===== src/sccg_pkg.sv =====
// package for the serial channel clock generator
// assumes a single system clock domain and an AHB-Lite register port

package sccg_pkg;

    // ------------------------------------------------------------
    // register byte offsets
    // ------------------------------------------------------------
    localparam logic [7:0] SCCG_BAUD_CONTROL_OFF  = 8'h00;
    localparam logic [7:0] SCCG_BAUD_FRACTION_OFF = 8'h04;
    localparam logic [7:0] SCCG_MODE0_OFF         = 8'h08;
    localparam logic [7:0] SCCG_CONTROL_OFF       = 8'h0C;
    localparam logic [7:0] SCCG_TIMER_MATCH_OFF   = 8'h10;
    localparam logic [7:0] SCCG_STATUS_OFF        = 8'h14;

    // ------------------------------------------------------------
    // field positions
    // ------------------------------------------------------------
    localparam int SCCG_DIV_N_LSB      = 0;
    localparam int SCCG_BRG_SEL_LSB    = 4;
    localparam int SCCG_FRAC_EN_BIT    = 6;
    localparam int SCCG_DIV_K_LSB      = 0;
    localparam int SCCG_MODE_BIT       = 0;
    localparam int SCCG_UART_SEL_LSB   = 1;
    localparam int SCCG_DBUF_BIT       = 3;
    localparam int SCCG_CLK_IN_BIT     = 0;
    localparam int SCCG_EDGE_BIT       = 1;
    localparam int SCCG_ST_CFG_ERR_BIT = 0;
    localparam int SCCG_ST_SCLK_BIT    = 1;
    localparam int SCCG_ST_TOGGLE_BIT  = 2;

    // ------------------------------------------------------------
    // reset values
    // ------------------------------------------------------------
    localparam logic [3:0]  SCCG_DIV_N_RST       = 4'h2;
    localparam logic [1:0]  SCCG_BRG_SEL_RST     = 2'h0;
    localparam logic [3:0]  SCCG_DIV_K_RST       = 4'h0;
    localparam logic [1:0]  SCCG_UART_SEL_RST    = 2'h1;
    localparam logic [15:0] SCCG_TIMER_MATCH_RST = 16'h0001;

    // ------------------------------------------------------------
    // timing counts: prescaler taps in system clock cycles, UART oversample in transfer clock pulses
    // ------------------------------------------------------------
    localparam int SCCG_TAP_DIV_0      = 2;
    localparam int SCCG_TAP_DIV_1      = 8;
    localparam int SCCG_TAP_DIV_2      = 32;
    localparam int SCCG_TAP_DIV_3      = 128;
    localparam int SCCG_UART_OVERSAMPLE = 16;

    // ------------------------------------------------------------
    // encodings
    // ------------------------------------------------------------
    typedef enum logic [1:0] {
        SCCG_SRC_TIMER = 2'h0,
        SCCG_SRC_BRG   = 2'h1,
        SCCG_SRC_FSYS  = 2'h2,
        SCCG_SRC_SCLK  = 2'h3
    } sccg_uart_src_type;

endpackage : sccg_pkg


===== src/sccg_baud_gen.sv =====
// baud rate divider: integer N or N + (16-K)/16 on input ticks
// assumes tick_in is a one-cycle pulse in the hclk domain

module sccg_baud_gen (
    // clock and reset
    input  wire logic       hclk,
    input  wire logic       hresetn,
    // control
    input  wire logic       run,
    input  wire logic [3:0] div_n,
    input  wire logic [3:0] div_k,
    input  wire logic       frac_en,
    // ticks
    input  wire logic       tick_in,
    output logic            tick_out
);
    import sccg_pkg::*;

    logic [4:0] count_reg;
    logic [3:0] phase_reg;
    logic [4:0] n_full;
    logic [4:0] target;
    logic       stretch;

    // ------------------------------------------------------------
    // divide target
    // ------------------------------------------------------------
    assign n_full  = (div_n == 4'h0) ? 5'h10 : {1'b0, div_n};
    // stretch 16-K of every 16 output periods by one input tick
    assign stretch = frac_en && ({1'b0, phase_reg} < (5'h10 - {1'b0, div_k}));
    assign target  = stretch ? 5'(n_full + 5'h01) : n_full;

    // ------------------------------------------------------------
    // counter
    // ------------------------------------------------------------
    always_ff @(posedge hclk or negedge hresetn) begin
        if (!hresetn) begin
            count_reg <= 5'h00;
            phase_reg <= 4'h0;
            tick_out  <= 1'b0;
        end else if (!run) begin
            count_reg <= 5'h00;
            phase_reg <= 4'h0;
            tick_out  <= 1'b0;
        end else begin
            tick_out <= 1'b0;
            if (tick_in) begin
                if (5'(count_reg + 5'h01) >= target) begin
                    count_reg <= 5'h00;
                    phase_reg <= 4'(phase_reg + 4'h1);
                    tick_out  <= 1'b1;
                end else begin
                    count_reg <= 5'(count_reg + 5'h01);
                end
            end
        end
    end

endmodule : sccg_baud_gen


===== src/sccg_top.sv =====
// serial channel clock generator with AHB-Lite register port
// assumes one system clock hclk; sclk pin is asynchronous to it
//
// Notes on behaviour
// - the generator input is one of four prescaler taps, system clock over 2, 8, 32 or 128.
// - in shift-clock mode the generator divides only by an integer N from 1 to 16.
// - in UART mode a divide enable picks plain N or N + (16-K)/16 with N 2..15, K 1..15.
// - N of one is allowed only with double buffering, otherwise two is the minimum.
// - a mode field picks shift-clock or UART, each with its own clock source controls.
// - a driven-out shift clock is the generator output over two and needs rising edge select.
// - in shift-clock mode an external shift clock is used on its rising or falling edge as edge select says.
// - in UART mode the transfer clock is divided by 16 so one bit spans 16 pulses.
// - in UART mode the source is timer toggle, generator, system clock or external clock.
// - the timer flip-flop toggles on each match of its counter with the match value.
// - a prescaler tap faster than half the system clock is treated as prohibited.

module sccg_top
    import sccg_pkg::*;
#(
    parameter int TIMER_WIDTH = 16
) (
    // clock and reset
    input  wire logic        hclk,
    input  wire logic        hresetn,
    // ahb-lite slave
    input  wire logic        hsel,
    input  wire logic [31:0] haddr,
    input  wire logic [1:0]  htrans,
    input  wire logic        hwrite,
    input  wire logic [2:0]  hsize,
    input  wire logic [31:0] hwdata,
    input  wire logic        hready,
    output logic             hreadyout,
    output logic             hresp,
    output logic [31:0]      hrdata,
    // shift clock pin
    input  wire logic        sclk_in,
    output logic             sclk_out,
    output logic             sclk_oe,
    // transfer clock outputs
    output logic             serial_transfer_clock,
    output logic             bit_tick,
    output logic             config_error
);
    import sccg_pkg::*;

    // ------------------------------------------------------------
    // parameter check
    // ------------------------------------------------------------
    if (TIMER_WIDTH < 2 || TIMER_WIDTH > 16) begin : g_bad_width
        $error("timer width must be 2 to 16");
    end

    // ------------------------------------------------------------
    // declarations
    // ------------------------------------------------------------
    logic [3:0]             div_n_reg;
    logic [1:0]             brg_input_select;
    logic                   frac_en_reg;
    logic [3:0]             div_k_reg;
    logic                   serial_mode_select;
    logic [1:0]             uart_clock_select;
    logic                   dbuf_en_reg;
    logic                   clk_in_reg;
    logic                   edge_sel_reg;
    logic [TIMER_WIDTH-1:0] timer_match_value;

    logic                   wr_pend_reg;
    logic [7:0]             wr_addr_reg;
    logic                   addr_phase;
    logic [31:0]            rd_value;

    logic [6:0]             presc_reg;
    logic                   tap_tick;
    logic                   prescaler_tap_one;

    logic [TIMER_WIDTH-1:0] timer_cnt_reg;
    logic                   timer_ff_reg;
    logic                   timer_ff_dly_reg;
    logic                   timer_tick;

    logic                   sclk_sync1_reg;
    logic                   sclk_sync2_reg;
    logic                   sclk_sync3_reg;
    logic                   sclk_rise;
    logic                   sclk_fall;

    logic                   brg_run;
    logic                   brg_tick;
    logic                   cfg_bad;
    logic                   src_tick;
    logic [3:0]             bit_cnt_reg;

    // ------------------------------------------------------------
    // register access helpers
    // ------------------------------------------------------------
    function automatic logic is_word_offset(input logic [7:0] off);
        is_word_offset = (off == SCCG_BAUD_CONTROL_OFF) || (off == SCCG_BAUD_FRACTION_OFF)
                      || (off == SCCG_MODE0_OFF) || (off == SCCG_CONTROL_OFF)
                      || (off == SCCG_TIMER_MATCH_OFF) || (off == SCCG_STATUS_OFF);
    endfunction : is_word_offset

    function automatic logic tap_hit(input logic [6:0] cnt, input int div);
        tap_hit = (cnt & 7'(div - 1)) == 7'(div - 1);
    endfunction : tap_hit

    // ------------------------------------------------------------
    // ahb-lite address phase
    // ------------------------------------------------------------
    assign addr_phase = hsel && htrans[1] && hready;
    assign hreadyout  = 1'b1;
    assign hresp      = 1'b0;

    always_ff @(posedge hclk or negedge hresetn) begin
        if (!hresetn) begin
            wr_pend_reg <= 1'b0;
            wr_addr_reg <= 8'h00;
        end else begin
            wr_pend_reg <= addr_phase && hwrite && is_word_offset(haddr[7:0])
                           && (haddr[31:8] == 24'h000000);
            wr_addr_reg <= haddr[7:0];
        end
    end

    // ------------------------------------------------------------
    // register writes
    // ------------------------------------------------------------
    always_ff @(posedge hclk or negedge hresetn) begin
        if (!hresetn) begin
            div_n_reg          <= SCCG_DIV_N_RST;
            brg_input_select   <= SCCG_BRG_SEL_RST;
            frac_en_reg        <= 1'b0;
            div_k_reg          <= SCCG_DIV_K_RST;
            serial_mode_select <= 1'b0;
            uart_clock_select  <= SCCG_UART_SEL_RST;
            dbuf_en_reg        <= 1'b0;
            clk_in_reg         <= 1'b0;
            edge_sel_reg       <= 1'b0;
            timer_match_value  <= TIMER_WIDTH'(SCCG_TIMER_MATCH_RST);
        end else if (wr_pend_reg) begin
            unique case (wr_addr_reg)
                SCCG_BAUD_CONTROL_OFF: begin
                    div_n_reg        <= hwdata[SCCG_DIV_N_LSB +: 4];
                    brg_input_select <= hwdata[SCCG_BRG_SEL_LSB +: 2];
                    frac_en_reg      <= hwdata[SCCG_FRAC_EN_BIT];
                end
                SCCG_BAUD_FRACTION_OFF: begin
                    div_k_reg <= hwdata[SCCG_DIV_K_LSB +: 4];
                end
                SCCG_MODE0_OFF: begin
                    serial_mode_select <= hwdata[SCCG_MODE_BIT];
                    uart_clock_select  <= hwdata[SCCG_UART_SEL_LSB +: 2];
                    dbuf_en_reg        <= hwdata[SCCG_DBUF_BIT];
                end
                SCCG_CONTROL_OFF: begin
                    clk_in_reg   <= hwdata[SCCG_CLK_IN_BIT];
                    edge_sel_reg <= hwdata[SCCG_EDGE_BIT];
                end
                SCCG_TIMER_MATCH_OFF: begin
                    timer_match_value <= hwdata[TIMER_WIDTH-1:0];
                end
                default: begin
                end
            endcase
        end
    end

    // ------------------------------------------------------------
    // register reads
    // ------------------------------------------------------------
    always_comb begin
        rd_value = 32'h00000000;
        unique case (haddr[7:0])
            SCCG_BAUD_CONTROL_OFF: begin
                rd_value[SCCG_DIV_N_LSB +: 4]   = div_n_reg;
                rd_value[SCCG_BRG_SEL_LSB +: 2] = brg_input_select;
                rd_value[SCCG_FRAC_EN_BIT]      = frac_en_reg;
            end
            SCCG_BAUD_FRACTION_OFF: begin
                rd_value[SCCG_DIV_K_LSB +: 4] = div_k_reg;
            end
            SCCG_MODE0_OFF: begin
                rd_value[SCCG_MODE_BIT]          = serial_mode_select;
                rd_value[SCCG_UART_SEL_LSB +: 2] = uart_clock_select;
                rd_value[SCCG_DBUF_BIT]          = dbuf_en_reg;
            end
            SCCG_CONTROL_OFF: begin
                rd_value[SCCG_CLK_IN_BIT] = clk_in_reg;
                rd_value[SCCG_EDGE_BIT]   = edge_sel_reg;
            end
            SCCG_TIMER_MATCH_OFF: begin
                rd_value[TIMER_WIDTH-1:0] = timer_match_value;
            end
            SCCG_STATUS_OFF: begin
                rd_value[SCCG_ST_CFG_ERR_BIT] = cfg_bad;
                rd_value[SCCG_ST_SCLK_BIT]    = sclk_sync2_reg;
                rd_value[SCCG_ST_TOGGLE_BIT]  = timer_ff_reg;
            end
            default: begin
            end
        endcase
        if (haddr[31:8] != 24'h000000) begin
            rd_value = 32'h00000000;
        end
    end

    always_ff @(posedge hclk or negedge hresetn) begin
        if (!hresetn) begin
            hrdata <= 32'h00000000;
        end else if (addr_phase && !hwrite) begin
            hrdata <= rd_value;
        end
    end

    // ------------------------------------------------------------
    // prescaler taps
    // ------------------------------------------------------------
    always_ff @(posedge hclk or negedge hresetn) begin
        if (!hresetn) begin
            presc_reg <= 7'h00;
        end else begin
            presc_reg <= 7'(presc_reg + 7'h01);
        end
    end

    // fastest tap is fsys/2, so no prohibited tap rate exists
    assign prescaler_tap_one = tap_hit(presc_reg, SCCG_TAP_DIV_0);

    always_comb begin
        unique case (brg_input_select)
            2'h0:    tap_tick = prescaler_tap_one;
            2'h1:    tap_tick = tap_hit(presc_reg, SCCG_TAP_DIV_1);
            2'h2:    tap_tick = tap_hit(presc_reg, SCCG_TAP_DIV_2);
            default: tap_tick = tap_hit(presc_reg, SCCG_TAP_DIV_3);
        endcase
    end

    // ------------------------------------------------------------
    // configuration check
    // ------------------------------------------------------------
    always_comb begin
        cfg_bad = 1'b0;
        if (div_n_reg == 4'h1 && !dbuf_en_reg) begin
            cfg_bad = 1'b1;
        end
        if (serial_mode_select && frac_en_reg) begin
            if (div_n_reg < 4'h2 || div_k_reg == 4'h0) begin
                cfg_bad = 1'b1;
            end
        end
        if (!serial_mode_select && !clk_in_reg && edge_sel_reg) begin
            cfg_bad = 1'b1;
        end
    end

    // ------------------------------------------------------------
    // baud rate generator
    // ------------------------------------------------------------
    assign brg_run = !cfg_bad;

    sccg_baud_gen u_baud_gen (
        .hclk     (hclk),
        .hresetn  (hresetn),
        .run      (brg_run),
        .div_n    (div_n_reg),
        .div_k    (div_k_reg),
        .frac_en  (serial_mode_select && frac_en_reg),
        .tick_in  (tap_tick),
        .tick_out (brg_tick)
    );

    // ------------------------------------------------------------
    // timer toggle source
    // ------------------------------------------------------------
    always_ff @(posedge hclk or negedge hresetn) begin
        if (!hresetn) begin
            timer_cnt_reg    <= '0;
            timer_ff_reg     <= 1'b0;
            timer_ff_dly_reg <= 1'b0;
        end else begin
            timer_ff_dly_reg <= timer_ff_reg;
            if (prescaler_tap_one) begin
                if (timer_cnt_reg >= timer_match_value) begin
                    timer_cnt_reg <= '0;
                    timer_ff_reg  <= !timer_ff_reg;
                end else begin
                    timer_cnt_reg <= TIMER_WIDTH'(timer_cnt_reg + 1'b1);
                end
            end
        end
    end

    assign timer_tick = timer_ff_reg && !timer_ff_dly_reg;

    // ------------------------------------------------------------
    // external shift clock synchroniser
    // ------------------------------------------------------------
    always_ff @(posedge hclk or negedge hresetn) begin
        if (!hresetn) begin
            sclk_sync1_reg <= 1'b1;
            sclk_sync2_reg <= 1'b1;
            sclk_sync3_reg <= 1'b1;
        end else begin
            sclk_sync1_reg <= sclk_in;
            sclk_sync2_reg <= sclk_sync1_reg;
            sclk_sync3_reg <= sclk_sync2_reg;
        end
    end

    // peer keeps the clock slow enough to be seen
    assign sclk_rise = sclk_sync2_reg && !sclk_sync3_reg;
    assign sclk_fall = !sclk_sync2_reg && sclk_sync3_reg;

    // ------------------------------------------------------------
    // shift clock output
    // ------------------------------------------------------------
    always_ff @(posedge hclk or negedge hresetn) begin
        if (!hresetn) begin
            sclk_out <= 1'b1;
            sclk_oe  <= 1'b0;
        end else begin
            sclk_oe <= !serial_mode_select && !clk_in_reg;
            if (serial_mode_select || clk_in_reg || cfg_bad) begin
                sclk_out <= 1'b1;
            end else if (brg_tick) begin
                sclk_out <= !sclk_out;
            end
        end
    end

    // ------------------------------------------------------------
    // source selection
    // ------------------------------------------------------------
    always_comb begin
        src_tick = 1'b0;
        if (cfg_bad) begin
            src_tick = 1'b0;
        end else if (!serial_mode_select) begin
            if (!clk_in_reg) begin
                src_tick = brg_tick && !sclk_out;
            end else begin
                src_tick = edge_sel_reg ? sclk_fall : sclk_rise;
            end
        end else begin
            unique case (sccg_uart_src_type'(uart_clock_select))
                SCCG_SRC_TIMER: src_tick = timer_tick;
                SCCG_SRC_BRG:   src_tick = brg_tick;
                SCCG_SRC_FSYS:  src_tick = 1'b1;
                SCCG_SRC_SCLK:  src_tick = sclk_rise;
            endcase
        end
    end

    // ------------------------------------------------------------
    // transfer clock and bit divider
    // ------------------------------------------------------------
    always_ff @(posedge hclk or negedge hresetn) begin
        if (!hresetn) begin
            serial_transfer_clock <= 1'b0;
            bit_tick              <= 1'b0;
            bit_cnt_reg           <= 4'h0;
            config_error          <= 1'b0;
        end else begin
            serial_transfer_clock <= src_tick;
            config_error          <= cfg_bad;
            bit_tick              <= 1'b0;
            if (!serial_mode_select) begin
                bit_cnt_reg <= 4'h0;
                bit_tick    <= src_tick;
            end else if (src_tick) begin
                bit_cnt_reg <= 4'(bit_cnt_reg + 4'h1);
                if (bit_cnt_reg == 4'(SCCG_UART_OVERSAMPLE - 1)) begin
                    bit_tick <= 1'b1;
                end
            end
        end
    end

endmodule : sccg_top


===== config.mk =====
export PLATFORM = sky130hd
export DESIGN_NAME = sccg_top
export DESIGN_NICKNAME = d
export VERILOG_FILES = /design/src/sccg_pkg.sv /design/src/sccg_baud_gen.sv /design/src/sccg_top.sv
export SDC_FILE = /design/constraint.sdc
export NUM_CORES = 1
export LEC_CHECK = 0
export BUFFER_PORTS_ARGS = -buffer_cell sky130_fd_sc_hd__clkbuf_2
export CAP_MARGIN = 20
export CORE_ASPECT_RATIO = 1.2
export CORE_MARGIN = 4
export CORE_UTILIZATION = 30
export CTS_CLUSTER_DIAMETER = 80
export DETAILED_ROUTE_END_ITERATION = 10
export SYNTH_ARGS = -nofsm -noshare
export SYNTH_HDL_FRONTEND = slang
export SYNTH_SLANG_ARGS = --single-unit

===== constraint.sdc =====
create_clock -name hclk -period 3.7 [get_ports hclk]
set_input_delay 0.37 -clock hclk [delete_from_list [all_inputs] [get_ports hclk]]
set_output_delay 0.37 -clock hclk [all_outputs]
set_load 0.05 [all_outputs]

== Word level (Yosys, flattened, before mapping) ==
Cells that the tools add are included.
Storage, ports and cells
  flip-flop bits (word level): 121
  input bits: 75
  output and inout port bits: 39
  word-level logic and storage cells: 145
Cells by class
  add/sub/neg operators: 7
  magnitude comparators: 4
  equal/unequal tests: 20
  multiplexer cells: 35
  reduce and logical (&&, ||, !) cells: 50
Operator list (count)
  8-bit by 4-bit equality test with 1-bit output (second input constant): 4
  16-bit 2-to-1 mux: 2
  5-bit 2-to-1 mux: 5
  8-bit by 5-bit equality test with 1-bit output (second input constant): 3
  24-bit zero test: 1
  24-bit nonzero test: 1
  4-bit 2-to-1 mux: 5
  16-bit by 1-bit adder with 16-bit output (second input constant): 1
  8-bit by 3-bit equality test with 1-bit output (second input constant): 2
  16-bit >= comparator: 1
  8-bit zero test: 2
  1-bit 2-to-1 mux: 16
  1-bit logical AND: 15
  2-bit AND reduction: 7
  2-bit one-hot mux with 6 select lines: 1
  5-bit by 1-bit adder with 5-bit output (second input constant): 2
  1-bit zero test: 9
  9-bit 2-to-1 mux: 1
  4-bit by 1-bit adder with 4-bit output (second input constant): 2
  4-bit zero test: 2
  1-bit logical OR: 8
  1-bit one-hot mux with 4 select lines: 2
  7-bit by 1-bit adder with 7-bit output (second input constant): 1
  7-bit equality test (second input constant): 1
  other kinds (16): 22

== Depth between registers and ports, before layout ==
  depth in word-level cells: 9
  gate-level depth with buffers: 15
  mapped depth without buffers: 15

== By module ==
Synthesis repeated with hierarchy kept, for this count alone.
Unflattened totals
  cells, all modules: 527
  area, all modules: 5600.4 um^2
By module, submodules not included
  sccg_top: times used 1, cells each 427, area each 4712.0 um^2, seq. area each 2386.0 um^2
  sccg_baud_gen: times used 1, cells each 100, area each 888.4 um^2, seq. area each 250.2 um^2

== Worst setup path after synthesis ==
Ideal clock, no wire load.
  path kind: flip-flop to flip-flop
  start point: register div_k_reg[0]
  end point: register u_baud_gen.phase_reg[2]
  setup time: 0.077 ns
  arrival: 3.019 ns
  required time: 3.623 ns
  path slack: 0.603 ns
  stages on the path, launching flop included: 16
  path buffers: 0
  period minus slack after synthesis: 3.097 ns
  cells stage by stage: dfrtp_1 -> inv_1 -> ha_1 -> xor2_1 -> ha_1 -> a21o_1 -> a31oi_1 -> o21ai_1 -> nor2_1 -> xnor2_1 -> ha_1 -> nand2_1 -> o21ai_0 -> a31oi_1 -> or4_1 -> a21oi_1
On the way
  word-level cells in the longest chain between the ends: 7
  elaborated cells between the ends (all ways): 14
  those cells by class: 1 x add/sub; 2 x order compare; 5 x mux; 6 x reduce/logical
Ends and longest elaborated chain
  start: declaration: line sccg_top.sv:60  | logic [3:0] div_k_reg;
  start signal: assignment: line sccg_top.sv:148  | div_k_reg <= hwdata[SCCG_DIV_K_LSB +: 4];
  5-bit by 4-bit subtractor with 5-bit output / 4-bit zero test (equally long branches): line sccg_baud_gen.sv:30, sccg_top.sv:247
  4-bit by 5-bit < comparator with 1-bit output / 1-bit logical OR (equally long branches): line sccg_baud_gen.sv:30, sccg_top.sv:247
  1-bit logical AND / 1-bit 2-to-1 mux (equally long branches): line sccg_baud_gen.sv:30, sccg_top.sv:247
  5-bit 2-to-1 mux / 1-bit 2-to-1 mux (equally long branches): line sccg_baud_gen.sv:31, sccg_top.sv:246
  5-bit >= comparator / 1-bit 2-to-1 mux (equally long branches): line sccg_baud_gen.sv:48, sccg_top.sv:251
  2-bit nonzero test (no source line)
  2-bit AND reduction (no source line)
  end signal: assignment: line sccg_baud_gen.sv:50  | phase_reg <= 4'(phase_reg + 4'h1);
  end: declaration: line sccg_baud_gen.sv:20  | logic [3:0] phase_reg;
Several ways; a longest one is shown, not always the timed one.
A chain may end at the register's enable or synchronous reset.

== Worst setup path in the final report ==
Ends and elaborated chain as after synthesis.

==> load_flow_metrics.sql <==
INSERT INTO impl_metrics (metric_group, metric, value, unit) VALUES
('outcome', 'outcome', 'completed', ''),
('clock_tree', 'max-clock-path-buffers', '2', ''),
('clock_tree', 'clock_latency_of_the_later_clocked_register_in_the_worst_skew_pair', '0.34', 'ns'),
('die', 'initial_utilization', '30.77', '%'),
('route', 'postRouteAntennaNets', '0', ''),
('synthesis', 'synth-warning-count', '0', ''),
('synthesis', 'synth.area.top_cells', 'dfrtp_1 (43%), ha_1 (7.7%), o21ai_0 (4.2%), nand2_1 (4.0%), dfstp_2 (3.3%)', ''),
('timing', 'final-setup-viol-count', '0', ''),
('setup_path', 'worst_setup_path_endpoint', 'u_baud_gen.phase_reg[2]', ''),
('global_routing', 'first_global_vias', '4176', ''),
('cells_and_area', 'layout.cells.non_filler', '897', ''),
('route', 'detail_route.iter0.violations', '288', ''),
('cells_and_area', 'design.final.nets', '750', ''),
('clock_tree', 'cts.sinks', '105', ''),
('die', 'floorplan.die.width', '133.3', 'um'),
('die', 'core_area', '0.01838', 'sq mm'),
('setup_path', 'worst-path-max-fanout', '8', ''),
('run', 'max_cap_viols', '0', ''),
('clock_tree', 'cts_tree', 'built', ''),
('placed_design', 'dp_cells', '881', ''),
('pwr', 'cellInternalPower', '0.001925', 'W'),
('setup_path', 'timing.critical_path.required', '3.97', 'ns'),
('setup_path', 'crit-reg2reg-launch', 'div_k_reg[0]', ''),
('synthesis', 'synth_seq_area_share', '46.62', '%'),
('synthesis', 'syn_area_per_cell', '9.957', 'sq um'),
('global_routing', 'grt_pass1_wl', '21.51', 'mm'),
('clock_tree', 'cts_buffers', '9', ''),
('pwr', 'total_power_divided_by_cell_area', '396.0', 'mW/mm^2'),
('pwr', 'power.share.switching', '26.10', '%'),
('setup_path', 'worst-r2r-setup-slack', '0.34', 'ns'),
('route', 'drc_violations_left', '0', ''),
('pwr', 'seq_pwr_share', '47.3', '%'),
('pwr', 'static_leakage', '3.088', 'nW'),
('pwr', 'power_frac_comb', '13.5', '%'),
('synthesis', 'cell_area_after_technology_mapping', '0.005655', 'sq mm'),
('global_routing', 'grt_overflow', '0', ''),
('synthesis', 'synth-compound-area-share', '14.82', '%'),
('timing', 'timing.final.hold_violations', '0', ''),
('synthesis', 'synth_mux_area_share', '5.088', '%'),
('timing', 'timing.max_slew.rel_slack', '41.10', '%'),
('synthesis', 'top_post_synthesis_cells_by_count', 'dfrtp_1 (98), nand2_1 (60), o21ai_0 (47)', ''),
('worst_hold_path', 'min-delay-path-class', 'in2reg', ''),
('timing', 'drv_slew', '0', ''),
('die', 'boundaryPins', '114', ''),
('clock_tree', 'cts_htree_levels', '3', ''),
('setup_path', 'crit_type', 'reg2reg', ''),
('synthesis', 'synthXorXnorAreaFrac', '3.252', '%'),
('synthesis', 'yosys.area_share.adder', '7.743', '%'),
('cells_and_area', 'syn2layout_area_growth', '16.28', '%'),
('cells_and_area', 'layout-drive-gt1-share', '21.09', '%'),
('synthesis', 'synth_enable_flop_cells', '0', ''),
('cells_and_area', 'fill_cell_total_of_the_finished_layout', '1891', ''),
('route', 'via_per_inst', '4.849', ''),
('cells_and_area', 'multi_input_comb_area', '0.002749', 'sq mm'),
('synthesis', 'synthFlopType', 'dfrtp_1', ''),
('global_routing', 'antenna_found_initial', '2', ''),
('setup_path', 'worstReg2RegEnd', 'u_baud_gen.phase_reg[2]', ''),
('pwr', 'power.clock.fraction', '39.2', '%'),
('die', 'total_number_of_placement_rows', '54', ''),
('route', 'routedWlPerCell', '14.79', 'um'),
('timing', 'layout_skew', '0.009416', 'ns'),
('timing', 'min_period_over_period', '90.90', '%'),
('setup_path', 'endpoint_kind', 'flop', ''),
('die', 'chipHeight', '158.4', 'um'),
('timing', 'rsz_0062_raised_after_global_routing', 'false', ''),
('clock_tree', 'post_cts_hold_buffers', '0', ''),
('synthesis', 'yosys.cell_count.top_type', 'dfrtp_1', ''),
('synthesis', 'yosys.area_share.simple', '16.24', '%'),
('synthesis', 'netlist.area_leader.share', '43.36', '%'),
('placed_design', 'dp_hpwl', '10.13', 'mm'),
('global_routing', 'grt_max_degree', '67', '');
[worst min-delay path by stage]
stage                   start              to  slack (ns)  cells past startpoint
2_1_floorplan         hresetn  bit_cnt_reg[0]        0.07                      0
3_3_place_gp   sclk_sync1_reg  sclk_sync2_reg        0.35                      0
3_5_place_dp   sclk_sync1_reg  sclk_sync2_reg        0.36                      0
4_1_cts               sclk_in  sclk_sync1_reg        0.10                      1
5_1_grt               sclk_in  sclk_sync1_reg         0.1                      1
6_report              sclk_in  sclk_sync1_reg        0.11                      1
[metrics by stage]
step | instance area [sq um] | hold slack [ns] | worst slack (ns) | total power [W] | utilization (%)
final | 6576 | 0.1117 | 0.3365 | 0.002604 | 35.78
after global routing | 6576 | 0.09980 | 0.01728 | 0.002733 | 35.78
after CTS | 6566 | 0.1015 | 0.2088 | 0.002631 | 35.73
after detailed placement | 6245 | 0.3550 | 0.2325 | 0.001602 | 33.98
after global placement | 6245 | 0.3518 | 0.3042 | 0.001600 | 33.98
after floorplan | 5715 | 0.07441 | 0.6034 | 0.001500 | -
[cell families after synthesis]
family                   count (synthesis)
other                                    2
adder cells (fa/ha/maj)                 35
buffers and inverters                   71
XOR/XNOR                                21
flip-flops                             105
AO/OA/AOI/OAI                          131
AND/OR/NAND/NOR                        180
multiplexers                            23
[worst max-delay path: stages, from the launching register on]
cell and delay (ns):
dfrtp_1 0.40, inv_1 0.07, ha_1 0.21, xor2_1 0.15, ha_1 0.29, a21o_1 0.16
a31oi_1 0.18, o21ai_2 0.14, nor2_1 0.13, xnor2_1 0.08, ha_1 0.30, nand2_1 0.05
o21ai_0 0.25, a31oi_2 0.22, or4_1 0.50, a21oi_1 0.15
[layout make-up]
class | instances | area share [%]
timing repair buffer | 81 | 6.431
clock buffer | 10 | 3.482
clock inverter | 6 | 1.408
tap | 252 | 4.795
sequential | 105 | 40.09
inverter | 35 | 1.998
multi-input combinational | 408 | 41.80
[placed cells by master, fill, tap and decap left out, drive strengths merged, types with 5 or more instances in the layout]
| cell type | Yosys | routed |
|---|---|---|
| mux2 | 16 | 16 |
| o211ai | 7 | 7 |
| ha | 35 | 35 |
| a21oi | 28 | 28 |
| nand3 | 24 | 24 |
| buf | 22 | 7 |
| inv | 34 | 34 |
| nor2 | 19 | 19 |
| nand2b | 7 | 7 |
| nand2 | 60 | 60 |
| dfstp | 7 | 7 |
| conb | 2 | 18 |
| xor2 | 9 | 9 |
| and3 | 12 | 12 |
| o21ai | 49 | 49 |
| o31ai | 5 | 5 |
| nor4 | 7 | 7 |
| nor3 | 15 | 15 |
| dfrtp | 98 | 98 |
| or3 | 5 | 5 |
| clkbuf | 14 | 84 |
| xnor2 | 12 | 12 |
| nand4 | 5 | 5 |
[power by group through the flow]
stage               Combinational [W]  Clock (W)  Sequential, W
finish                       0.000351    0.00102        0.00123
global route                 0.000397    0.00110        0.00124
CTS                          0.000351    0.00105        0.00123
detailed placement           0.000348          0        0.00125
global placement             0.000346          0        0.00125
floorplan                    0.000245          0        0.00125
[per-layer routing]
layer | share of wire (%) | track usage [%] | wire (um)
met5 | 0.16 | 0 | 21
met4 | 1.0 | 3.283 | 136
met3 | 3.5 | 2.813 | 460
met2 | 51 | 21.78 | 6821
met1 | 44 | 16.00 | 5831
[timing repair]
item                       CTS  global route
buffers inserted             0             0
gates resized for setup      0             2
hold endpoints to repair     0             0
setup endpoints to repair    0             4
Note: power is estimated with default switching activity, not from simulation.
